[config.mk]
export PLATFORM = sky130hd
export DESIGN_NAME = amc_control
export DESIGN_NICKNAME = d
export VERILOG_FILES = /design/src/verilog/amc_sync.v /design/src/verilog/amc_control.v
export VERILOG_INCLUDE_DIRS = /design/src /design/src/verilog
export SDC_FILE = /design/constraint.sdc
export NUM_CORES = 1
export LEC_CHECK = 0
export CORE_ASPECT_RATIO = 0.5
export CORE_UTILIZATION = 40
export DETAILED_ROUTE_END_ITERATION = 16
export DONT_BUFFER_PORTS = 1
export PLACE_DENSITY = 0.6
export SYNTH_ARGS = -nofsm -noshare
export SYNTH_HDL_FRONTEND = slang
export SYNTH_SLANG_ARGS = --single-unit
[constraint.sdc]
create_clock -name CLK -period 3.8 [get_ports CLK]
set_input_delay 0.19 -clock CLK [delete_from_list [all_inputs] [get_ports CLK]]
set_output_delay 0.19 -clock CLK [all_outputs]
set_load 0.02 [all_outputs]
[src/verilog/amc_regs.vh]
// Purpose: Constants for the converter mode and channel control block
// Assumes: 12-bit parallel data bus, bits 11..10 address a control word
// Notes:   Shared by the control block and its checker
// Function
// - Single conversion mode turns the conversion clock pin into a start strobe.
// - Falling start strobe edge holds all selected inputs and starts conversion.
// - In single conversion mode data available asserts once trigger met.
// - Trigger met when results written reach or exceed the configured trigger level.
// - Bit 2 of first word powers down when set; resets to zero.
// - Register writes, reads and FIFO reads still work while powered down.
// - Input select uses bits 7..3; bits 4..3 are channel select, reset zero.
// - Bits 6..5 reset to 0,1; bit 7 enables autoscan, reset zero.
// - Codes 00000 positive, 00001 negative, 00100 differential pair.
// - Code 10001 autoscans positive then negative; all else reserved.
// - Test bits 9..8 reset 00: normal, upper, mid-point, lower reference.
// - Test voltages let the host check connections and converter operation.
// - Second word at address 01 holds reset, clear, trigger, type, format bits.
// - Write data bits 11..10 address the word, bits 9..0 carry the value.
`ifndef AMC_REGS_VH
`define AMC_REGS_VH
// ==========================================
// Addresses
`define AMC_ADDR_CFG0    2'h0
`define AMC_ADDR_CFG1    2'h1
// ==========================================
// Field ranges
`define AMC_F_ADDR       11:10
`define AMC_F_VALUE      9:0
`define AMC_F_KEEP       9:2
`define AMC_F_CHAN       7:3
`define AMC_F_TEST       9:8
`define AMC_F_TRIG       3:2
// ==========================================
// First word fields
`define AMC_B_VREF       0
`define AMC_B_MODE       1
`define AMC_B_POWER      2
`define AMC_B_SCAN       7
`define AMC_CFG0_RESET   10'h020
// ==========================================
// Second word fields
`define AMC_B_RST        0
`define AMC_B_FIFO_CLR   1
`define AMC_B_DTYPE      4
`define AMC_B_DPOL       5
`define AMC_CFG1_RESET   10'h030
// ==========================================
// Channel codes, bits 7..3
`define AMC_CH_POS       5'h00
`define AMC_CH_NEG       5'h01
`define AMC_CH_DIFF      5'h04
`define AMC_CH_SCAN      5'h11
// ==========================================
// Test codes
`define AMC_TST_NORMAL   2'h0
`define AMC_TST_UPPER    2'h1
`define AMC_TST_MID      2'h2
`define AMC_TST_LOWER    2'h3
// ==========================================
// Trigger levels
`define AMC_TRIG_L0      5'h01
`define AMC_TRIG_L1      5'h04
`define AMC_TRIG_L2      5'h08
`define AMC_TRIG_L3      5'h0e
`endif

[src/verilog/amc_sync.v]
// Purpose: Two flip-flop synchroniser
// Assumes: Asynchronous input
// Notes:   First stage read only by second
`timescale 1ns/100ps
`default_nettype none
module amc_sync
(
  // Clock and reset
  input  wire clk,
  input  wire rst_b,
  // Data
  input  wire d,
  output reg  q
);
  reg meta;
  always @(posedge clk or negedge rst_b)
  begin
    if (!rst_b)
    begin
      meta <= 1'b0;
      q    <= 1'b0;
    end
    else
    begin
      meta <= d;
      q    <= meta;
    end
  end
endmodule
`default_nettype wire

[src/verilog/amc_control.v]
// Purpose: Control words, conversion start, input and test selection
// Assumes: Write strobe is a one-cycle pulse in the CLK domain
// Notes:   Conversion pin sampled through a synchroniser
`timescale 1ns/100ps
`default_nettype none
`include "amc_regs.vh"
module amc_control
(
  // Clock and reset
  input  wire        CLK,
  input  wire        RST_B,
  // Register port
  input  wire        WR_STB,
  input  wire        RD_STB,
  input  wire [11:0] WR_DATA,
  input  wire [1:0]  RD_ADDR,
  output reg  [9:0]  RD_DATA,
  // Conversion pin and FIFO side
  input  wire        CONVERSION_CLOCK_IN,
  input  wire        RESULT_WRITTEN,
  input  wire        OVERFLOW_IN,
  // Converter controls
  output wire        SAMPLE_HOLD,
  output wire        CONVERT_START,
  output wire        POWER_DOWN,
  output wire        SELECT_POSITIVE,
  output wire        SELECT_NEGATIVE,
  output wire        SELECT_DIFF,
  output reg         SCAN_NEGATIVE,
  output wire [1:0]  TEST_SELECT,
  output wire        EXT_REFERENCE,
  output wire        FIFO_CLEAR,
  output wire        DATA_AVAILABLE_OUT
);
  // ==========================================
  // Registers
  reg  [9:0] mode_channel_config;
  reg  [9:0] fifo_interface_config;
  reg        overflow;
  reg        conv_q;
  reg        clear_pulse;
  reg  [4:0] result_count;
  reg        trig_event;
  reg        avail_level;
  wire       conv_s;
  wire [1:0] wr_addr    = WR_DATA[`AMC_F_ADDR];
  wire [4:0] chan_code  = mode_channel_config[`AMC_F_CHAN];
  wire       single     = mode_channel_config[`AMC_B_MODE];
  wire       active     = ~mode_channel_config[`AMC_B_POWER];
  // Address decode shared by several processes
  wire       cfg1_write = WR_STB && wr_addr == `AMC_ADDR_CFG1;
  wire       cfg1_read  = RD_STB && RD_ADDR == `AMC_ADDR_CFG1;
  wire       soft_reset = cfg1_write && WR_DATA[`AMC_B_RST];
  wire       fifo_clr   = cfg1_write && WR_DATA[`AMC_B_FIFO_CLR];
  wire [4:0] trig_level = level_of(fifo_interface_config[`AMC_F_TRIG]);
  wire       avail_raw;
  // Edge detector resets low: no false fall after reset
  wire       conv_fall  = conv_q && !conv_s;

  function [4:0] level_of;
    input [1:0] code;
    begin
      case (code)
        2'h0:    level_of = `AMC_TRIG_L0;
        2'h1:    level_of = `AMC_TRIG_L1;
        2'h2:    level_of = `AMC_TRIG_L2;
        default: level_of = `AMC_TRIG_L3;
      endcase
    end
  endfunction

  // ==========================================
  // Pin synchroniser
  // Pin is asynchronous: two stages before any decode
  amc_sync u_sync
  (
    .clk   (CLK),
    .rst_b (RST_B),
    .d     (CONVERSION_CLOCK_IN),
    .q     (conv_s)
  );

  // ==========================================
  // Control words
  always @(posedge CLK or negedge RST_B)
  begin
    if (!RST_B)
    begin
      mode_channel_config   <= `AMC_CFG0_RESET;
      fifo_interface_config <= `AMC_CFG1_RESET;
    end
    // Soft reset wins over the write that carries it
    else if (soft_reset)
    begin
      mode_channel_config   <= `AMC_CFG0_RESET;
      fifo_interface_config <= `AMC_CFG1_RESET;
    end
    else if (WR_STB)
    begin
      // Writes accepted in power down too
      if (wr_addr == `AMC_ADDR_CFG0)
        mode_channel_config <= WR_DATA[`AMC_F_VALUE];
      else if (wr_addr == `AMC_ADDR_CFG1)
        // Bits 1..0 are strobes, never stored
        fifo_interface_config <= {WR_DATA[`AMC_F_KEEP], 2'h0};
    end
  end

  // ==========================================
  // Overflow flag: set wins over read clear
  always @(posedge CLK or negedge RST_B)
  begin
    if (!RST_B)
      overflow <= 1'b0;
    else if (OVERFLOW_IN)
      overflow <= 1'b1;
    else if (soft_reset || cfg1_read)
      overflow <= 1'b0;
  end

  // ==========================================
  // Readback, also in power down
  always @(posedge CLK or negedge RST_B)
  begin
    if (!RST_B)
      RD_DATA <= 10'h000;
    else if (RD_STB)
    begin
      case (RD_ADDR)
        `AMC_ADDR_CFG0: RD_DATA <= mode_channel_config;
        `AMC_ADDR_CFG1: RD_DATA <= {fifo_interface_config[`AMC_F_KEEP], overflow, 1'b0};
        // Reserved addresses read as zero
        default:        RD_DATA <= 10'h000;
      endcase
    end
  end

  // ==========================================
  // Start strobe edge
  always @(posedge CLK or negedge RST_B)
  begin
    if (!RST_B)
    begin
      conv_q      <= 1'b0;
      clear_pulse <= 1'b0;
    end
    else
    begin
      conv_q      <= conv_s;
      clear_pulse <= soft_reset || fifo_clr;
    end
  end
  // Pin is a start strobe only in single mode; no conversion while powered down
  assign CONVERT_START = single && active && conv_fall;
  // All selected inputs enter hold together on the same edge
  assign SAMPLE_HOLD   = CONVERT_START;
  assign FIFO_CLEAR    = clear_pulse;

  // ==========================================
  // Input selection; reserved codes select nothing
  assign SELECT_POSITIVE = chan_code == `AMC_CH_POS  || chan_code == `AMC_CH_DIFF ||
                           (chan_code == `AMC_CH_SCAN && !SCAN_NEGATIVE);
  assign SELECT_NEGATIVE = chan_code == `AMC_CH_NEG  || chan_code == `AMC_CH_DIFF ||
                           (chan_code == `AMC_CH_SCAN && SCAN_NEGATIVE);
  assign SELECT_DIFF     = chan_code == `AMC_CH_DIFF;
  assign POWER_DOWN      = ~active;
  assign TEST_SELECT     = mode_channel_config[`AMC_F_TEST];
  assign EXT_REFERENCE   = mode_channel_config[`AMC_B_VREF];

  // Autoscan alternates per written result, positive first
  // Reserved codes park the phase on the positive input
  always @(posedge CLK or negedge RST_B)
  begin
    if (!RST_B)
      SCAN_NEGATIVE <= 1'b0;
    else if (chan_code != `AMC_CH_SCAN || clear_pulse)
      SCAN_NEGATIVE <= 1'b0;
    else if (RESULT_WRITTEN)
      SCAN_NEGATIVE <= ~SCAN_NEGATIVE;
  end

  // ==========================================
  // Trigger counting
  always @(posedge CLK or negedge RST_B)
  begin
    if (!RST_B)
    begin
      result_count <= 5'h00;
      trig_event   <= 1'b0;
    end
    else if (clear_pulse)
    begin
      result_count <= 5'h00;
      trig_event   <= 1'b0;
    end
    // At or above the level, so lowering the level never strands the count
    else if (RESULT_WRITTEN && result_count + 5'h01 >= trig_level)
    begin
      result_count <= 5'h00;
      // Only single mode raises data available
      trig_event   <= single;
    end
    else
    begin
      result_count <= RESULT_WRITTEN ? result_count + 5'h01 : result_count;
      trig_event   <= 1'b0;
    end
  end

  // Static type holds until next start or clear
  always @(posedge CLK or negedge RST_B)
  begin
    if (!RST_B)
      avail_level <= 1'b0;
    else if (trig_event)
      avail_level <= 1'b1;
    else if (CONVERT_START || clear_pulse)
      avail_level <= 1'b0;
  end
  // Type bit picks pulse or level; polarity bit set means active high
  assign avail_raw = fifo_interface_config[`AMC_B_DTYPE] ? trig_event : avail_level;
  assign DATA_AVAILABLE_OUT = avail_raw ^ ~fifo_interface_config[`AMC_B_DPOL];
endmodule
`default_nettype wire

# == Word level (Yosys, flattened, before mapping) ==
# Index checks and enable logic that the tools add are counted.
# totals
wordCells,81
input_bits,21
output_inout_bits,22
register_bits,43
# classes
muxes,21
n_reduce_logical,33
n_lt_le_gt_ge,1
n_eq_ne,9
bitwise,4
n_addsub,1
# op_table
op,n
10-bit two-way mux,7
10-bit case mux with 2 select lines,1
5-bit two-way mux,3
4-bit case mux with 3 select lines,1
2-bit nonzero test,6
1-bit logical AND,10
1-bit two-way mux,9
1-bit logical OR,8
"2-bit by 1-bit equality test with 1-bit output, second input constant",3
2-bit logical NOT,3
"5-bit by 1-bit adder with 5-bit output, second input constant",1
"5-bit by 1-bit equality test with 1-bit output, second input constant",1
"5-bit by 3-bit equality test with 1-bit output, second input constant",1
"5-bit equality test, second input constant",1
5-bit by 4-bit greater-or-equal comparator with 1-bit output,1
5-bit logical NOT,1
"5-bit != test, second input constant",1
1-bit inverter,3
3-bit AND reduction,1
3-bit nonzero test,1
"2-bit equality test, second input constant",1
1-bit logical NOT,2
"2-bit != test, second input constant",1
2-bit AND reduction,1
1-bit bitwise XOR,1

# == Longest topological paths before layout ==
# Gate-level depths: netlist (run 1).
# logic_depth
depth_word,6
ltp_mapped,7
ltp_nobuf,7

# == Hierarchy ==
# From an unflattened synthesis (run 1), not the netlist that was laid out.
# unflattened
cells_unflattened,174
area_unflattened_um2,1890.6
# modules_own_cells
mod,seq_area_each_um2,instances,cells_per_inst,area_per_inst_um2
amc_control,979.7,1,172,1840.5
amc_sync,50.0,1,2,50.0

# == Worst setup path before layout (run 1) ==
# Ideal clock, no wire load.
# synth_path
path_kind,reg2reg
from,register result_count[0]
to,register result_count[2]
required_time_ns,3.735
path_stages_with_launch,8
arrival_time_ns,1.791
n_path_buf,0
setup_time_ns,0.065
synth_period_minus_slack_ns,1.856
slack_ns,1.944
path_cell_list,dfrtp_1 -> ha_1 -> xor2_1 -> ha_1 -> o21ai_0 -> a21oi_1 -> nor4_2 -> a22o_1
# synth_between
elab_chain_len,5
elab_cells_between_ends,7
cone_classes,add/sub: 1; order compare: 1; mux: 3; reduce/logical: 2
# synth_rtl
item,line_no,text
from (decl),amc_control.v:42,reg [4:0] result_count;
from (signal assigned),amc_control.v:205,result_count <= RESULT_WRITTEN ? result_count + 5'h01 : result_count;
5-bit by 1-bit adder with 5-bit output *,"amc_control.v:197, amc_control.v:205",
5-bit by 4-bit greater-or-equal comparator with 1-bit output,amc_control.v:197,else if (RESULT_WRITTEN && result_count + 5'h01 >= trig_level)
1-bit logical AND,amc_control.v:197,
5-bit two-way mux,amc_control.v:197,
5-bit two-way mux,amc_control.v:191,else if (clear_pulse)
# Mark *: on every way between the ends. The rest lies on a longest branch, timed or not. The select of a mux whose other input is x is not followed.
# A chain may end at the register's enable or synchronous reset.

# == Worst setup path in the final report (run 1) ==
# Same ends and word-level chain as after synthesis.

==> impl_metrics.env, run 1 <==
export IMPL_layout_nets=204
export IMPL_drc_errors=0
export IMPL_ys_async_sr_fraction=1.00
export IMPL_dp_slack_ps=1770
export IMPL_dp_hpwl_mm=2.79
export IMPL_htreeDepth=2
export IMPL_powerDensity_nw_per_um2=550
export IMPL_drt_iter0_markers=62
export IMPL_syn_area_sq_um=1890
export IMPL_cp_arrival_ps=2300
export IMPL_netlist_cell_type_count=39
export IMPL_dpl_cell_count=221
export IMPL_port_buffers=0
export IMPL_yosys_register_bits=41
export IMPL_detail_route_antenna_nets=0
export IMPL_synth_common_cells="dfrtp_1, inv_1, nand2_1, a22o_1"
export IMPL_start_util=0.422
export IMPL_clock_sinks=41
export IMPL_drtPass1Iterations=4
export IMPL_clkLatencyLatePin_ps=300
export IMPL_diodes=0
export IMPL_post_route_period_util=0.543
export IMPL_setup_viol=0
export IMPL_antenna_found_initial=0
export IMPL_core_area_sq_um=4470
export IMPL_end_kind="flip-flop"
export IMPL_fin_skew_ps=8.63
export IMPL_routed_via_density=5.51
export IMPL_grt_max_degree=42
export IMPL_syn_to_final_growth_pct=11.4
export IMPL_syn_avg_cell_area_sq_um=10.9
export IMPL_hold_path_class="in2reg"
export IMPL_ir_worst_vdd_v=0.000172
export IMPL_path_cells="ha_1 > xor2_1 > ha_1 > o21ai_0 > a21oi_1 > nor4_2 > a22o_1"
export IMPL_worst_slew_pin_slew_ps=1090
export IMPL_crit_top_cell="ha_1"
export IMPL_hold_viol_final=0
export IMPL_syn_nets=199
export IMPL_ys_top_cells_by_area="dfrtp_1, a22o_1, mux2i_1"
export IMPL_cp_slowest_cell="nor4_2"
export IMPL_gp_congestion=0.748
export IMPL_crit_family="adder cells"
export IMPL_grtUsageTotal=0.181
export IMPL_maxSlewHeadroom=0.261
export IMPL_fin_crit_ps=2060
export IMPL_cap_violations=0
export IMPL_final_core_util=0.471
export IMPL_synth_ff_type="dfrtp_1"
export IMPL_required_ps=4030
export IMPL_cts_buffer_depth=2
export IMPL_rows=17
export IMPL_cp_num_buf_inv=0
export IMPL_drv_slew=0
export IMPL_ys_seq_area_frac=0.546
export IMPL_path_class="reg2reg"
export IMPL_die_area_sq_um=5010
export IMPL_grt_pass1_vias=1310
export IMPL_finalSetupTns_ps=0
export IMPL_clock_fmax_mhz=485
export IMPL_yosysMostFrequentCell="dfrtp_1"
export IMPL_leakage_nw=0.979
export IMPL_die_h_um=50.6
export IMPL_io_pins=43
export IMPL_synth_top_cell_area_share=0.504
export IMPL_stdcell_count=236
export IMPL_yosysWarnings=0
export IMPL_final_cell_area_sq_um=2100
export IMPL_setup_ws_ps=1740
export IMPL_die_w_um=99.1
export IMPL_gr_total_overflow=0
export IMPL_cp_start_kind="flip-flop"
export IMPL_drive_gt1_frac=0.0950
export IMPL_vias=1301
export IMPL_clk_pin_slew_ps=80
export IMPL_synth_edf_count=0
export IMPL_wirelength_mm=4.12
export IMPL_synth_top_area_cell="dfrtp_1"
export IMPL_worstPathMaxFanout=4
export IMPL_cts_buffers=5
export IMPL_rsz0062_at_grt="no"
export IMPL_wl_per_cell_um=17.5
export IMPL_netlist_instances=173
export IMPL_place_area_sq_um=1910
export IMPL_grt_pass1_wl_mm=6.81
export IMPL_max_stage_delay_ps=440
export IMPL_outcome="finished clean"
export IMPL_cts_root_buffer="clkbuf_8"
export IMPL_cts_tree="done"
-- worst register-to-register path: cells and delay by family, from the launching register on --
family / cells / cell delay (ps)
compound gates: 3 / 440
simple gates: 1 / 440
xor+xnor: 1 / 160
fa+ha+maj: 2 / 540
flops: 1 / 430
-- area by class of cell --
| type | instances | area [sq um] |
|---|---|---|
| Clock buffer | 6 | 72.6 |
| Clock inverter | 2 | 35.0 |
| Fill cell | 419 | 2360 |
| Inverter | 17 | 63.8 |
| Multi-Input combinational cell | 106 | 749 |
| Sequential cell | 41 | 1030 |
| Tap cell | 57 | 71.3 |
| Timing Repair Buffer | 7 | 80.1 |
-- stage by stage --
stage	hold slack, ps	power (mW)
2_1_floorplan	-106	0.758
4_1_cts	8.50	1.16
6_report	21.7	1.16
3_5_place_dp	-105	0.801
5_1_grt	14.8	1.22
3_3_place_gp	-105	0.792
-- flip-flops by register name, summed over array words and instances (netlist names) --
name and cells:
avail_level 1, u_sync.meta 1, mode_channel_config 10, overflow 1, FIFO_CLEAR 1, SCAN_NEGATIVE 1
fifo_interface_config 8, trig_event 1, RD_DATA 10, u_sync.q 1, conv_q 1, result_count 5
-- worst paths after layout --
kind                                 start                        to  slack, ps  cells after the start
setup reg to reg           result_count[0]           result_count[2]       1740                      7
max in group asynchronous            RST_B    mode_channel_config[5]       3160                      2
setup / recovery           result_count[0]           result_count[2]       1740                      7
min in group asynchronous            RST_B  fifo_interface_config[8]        380                      2
hold reg to reg                u_sync.meta                  u_sync.q        350                      0
hold / removal                  WR_DATA[7]  fifo_interface_config[7]         20                      2
-- timing repair --
action | CTS | global route
hold buffers | 7 | 0
setup buffers | 0 | 0
hold endpoints to repair | 54 | 0
setup endpoints to repair | 0 | 0
resized for setup | 0 | 0
-- logic make-up after synthesis --
group,Yosys count,share of synthesized area
XOR/XNOR,5,0.0232
buffers and inverters,26,0.0603
AO/OA/AOI/OAI,42,0.158
flip-flops,41,0.546
adder cells (fa/ha/maj),5,0.0332
multiplexers,11,0.0590
AND/OR/NAND/NOR,43,0.121
-- report_power, final --
part	internal (mW)	switching (mW)	leakage, nW
clock network	0.195	0.151	0.0552
registers	0.497	0.0754	0.526
logic	0.106	0.132	0.398
-- layer usage --
layer	vias to the layer above	part of all wire	GRT usage
met5	-	0	0
met3	4	0.049	0.0446
met1	646	0.49	0.247
met2	28	0.45	0.281
met4	0	0.011	0.0662
li1	623	-	-
-- layout by cell type, fill, tap and decap left out, types with 6 or more instances in the layout --
| cell | n |
|---|---|
| dfrtp_1 | 38 |
| inv_1 | 15 |
| nand2_1 | 14 |
| a22o_1 | 12 |
| mux2i_1 | 10 |
| o22ai_1 | 10 |
| nor2_1 | 9 |
| o21ai_1 | 7 |
| dlygate4sd3_1 | 6 |
(Power assumes the default switching activity.)
==> run 2: changes to the inputs <==
==> constraint.sdc (replaced) <==
create_clock -name CLK -period 2 [get_ports CLK]
set_input_delay 0.1 -clock CLK [delete_from_list [all_inputs] [get_ports CLK]]
set_output_delay 0.1 -clock CLK [all_outputs]
set_load 0.02 [all_outputs]
==> impl_metrics.env, run 2 (synthesis gave the netlist of run 1 again) <==
export IMPL_ctsResizeCount=0
export IMPL_cts_tree="done"
export IMPL_worst_slew_pin_slew_ps=596
export IMPL_core_area_sq_um=4470
export IMPL_dp_hpwl_mm=2.81
export IMPL_rsz0062_at_grt="no"
export IMPL_setup_viol=0
export IMPL_io_pins=43
export IMPL_wirelength_mm=4.03
export IMPL_vias=1325
export IMPL_required_ps=2230
export IMPL_final_cell_area_sq_um=2240
export IMPL_top_regs="RD_DATA x10, mode_channel_config x10, fifo_interface_config x8"
export IMPL_multi_input_area_sq_um=749
export IMPL_powerDensity_nw_per_um2=937
export IMPL_die_area_sq_um=5010
export IMPL_r2r_cells=7
export IMPL_routed_via_density=5.22
export IMPL_die_h_um=50.6
export IMPL_wl_per_cell_um=15.9
export IMPL_fin_crit_ps=1920
export IMPL_path_class="reg2reg"
export IMPL_ir_worst_vdd_v=0.000371
export IMPL_grtUsageTotal=0.178
export IMPL_fin_skew_ps=5.00
export IMPL_place_area_sq_um=1950
export IMPL_gp_congestion=0.735
export IMPL_end_kind="flip-flop"
export IMPL_final_core_util=0.503
export IMPL_maxSlewHeadroom=0.602
export IMPL_r2r_start="result_count[1]"
export IMPL_clkLatencyLatePin_ps=290
export IMPL_drv_slew=0
export IMPL_final_common_cell="dfrtp_1"
export IMPL_clock_sinks=41
export IMPL_antenna_found_initial=0
export IMPL_hold_depth=2
export IMPL_most_common_layout_cells="dfrtp_1, dlygate4sd3_1, inv_1, nand2_1, a22o_1"
export IMPL_drt_iter0_markers=44
export IMPL_start_util=0.422
export IMPL_clk_pin_slew_ps=80
export IMPL_drive_gt1_frac=0.112
export IMPL_drc_errors=0
export IMPL_cts_buffers=5
export IMPL_hold_viol_final=0
export IMPL_post_route_period_util=0.958
export IMPL_worstPathMaxFanout=4
export IMPL_cp_start_kind="flip-flop"
export IMPL_drtPass1Iterations=4
export IMPL_hold_path_class="in2reg"
export IMPL_ff_latch_area_sq_um=1030
export IMPL_die_w_um=99.1
export IMPL_hp_start="RD_ADDR[1]"
export IMPL_clock_fmax_mhz=522
export IMPL_rows=17
export IMPL_gr_total_overflow=0
export IMPL_layout_nets=222
export IMPL_grt_max_degree=42
export IMPL_grt_pass1_wl_mm=6.73
export IMPL_detail_route_antenna_nets=0
export IMPL_post_cts_buffers=0
export IMPL_cp_arrival_ps=2140
export IMPL_cts_buffer_depth=2
export IMPL_worstHoldEndpoint="overflow"
export IMPL_cap_violations=0
export IMPL_grt_pass1_vias=1325
export IMPL_htreeDepth=2
export IMPL_port_buffers=0
export IMPL_fillCellCount=417
export IMPL_leakage_nw=1.05
export IMPL_outcome="finished clean"
export IMPL_r2r_end="result_count[2]"
export IMPL_syn_to_final_growth_pct=19.0
export IMPL_reg2reg_slack_ps=80
export IMPL_diodes=0
export IMPL_cts_root_buffer="clkbuf_8"
==> run 2: cell types whose count changed in the layout (fill, tap and decap cells not counted) <==
| cell | delta |
|---|---|
| dlygate4sd3_1 | +13 |
| clkinv_2 | +1 |
| buf_4 | +5 |
| bufinv_16 | -1 |
==> run 2: through the flow <==
stage	cells	power, mW	hold WS, ps	TNS (ps)	worst slack, ps
floorplan	173	1.44	-196	0	144
global placement	226	1.53	-195	0	91.3
detailed placement	226	1.55	-195	-1.34	-1.34
CTS	254	2.13	3.80	0	80.9
global route	254	2.24	1.33	0	0.0937
finish	254	2.10	8.05	0	83.0
==> run 2: where the power goes <==
part	switching, mW	leakage [nW]	internal (mW)	total, mW
registers	0.132	0.526	0.944	1.08
clock network	0.281	0.0450	0.242	0.523
logic	0.269	0.481	0.235	0.504
total	0.682	1.05	1.42	2.10
==> run 2: how the worst max path moves through the flow <==
| stage | slack [ps] | startpoint | to | cells past startpoint |
|---|---|---|---|---|
| 2_1_floorplan | 140 | result_count[0] | result_count[2] | 7 |
| 3_3_place_gp | 90 | result_count[1] | result_count[2] | 7 |
| 3_5_place_dp | -1 | result_count[1] | result_count[2] | 7 |
| 4_1_cts | 80 | result_count[1] | result_count[0] | 7 |
| 5_1_grt | 0.09 | result_count[1] | result_count[0] | 7 |
| 6_report | 80 | result_count[1] | result_count[2] | 7 |
==> run 2: routing by layer <==
metal | up-vias | share of wire | wire, um | track usage
li1 | 655 | - | - | -
met1 | 644 | 0.51 | 2050 | 0.250
met2 | 24 | 0.44 | 1780 | 0.270
met3 | 2 | 0.044 | 178 | 0.0543
met4 | 0 | 0.0059 | 24 | 0.0441
met5 | - | 0 | 0 | 0
==> run 2: repair_timing <==
action                                  4_1_cts  5_1_grt
endpoints found under the setup margin        3        0
hold buffers                                 20        0
endpoints found under the hold margin        74        0
==> run 2: area by class of cell <==
cell class | instances | share of cell area
clock buffers | 6 | 0.0323
clock inverters | 2 | 0.00446
inverters | 17 | 0.0284
multi-input cells | 106 | 0.334
flip-flops and latches | 41 | 0.459
well taps | 57 | 0.0318
repair buffers | 25 | 0.110
==> run 2: worst max-delay path: stages (launching register included) <==
cell	delay [ps]
dfrtp_1	400
ha_1	230
xor2_1	160
ha_1	280
o21ai_0	150
a21oi_1	100
nor4_2	310
a22o_1	210
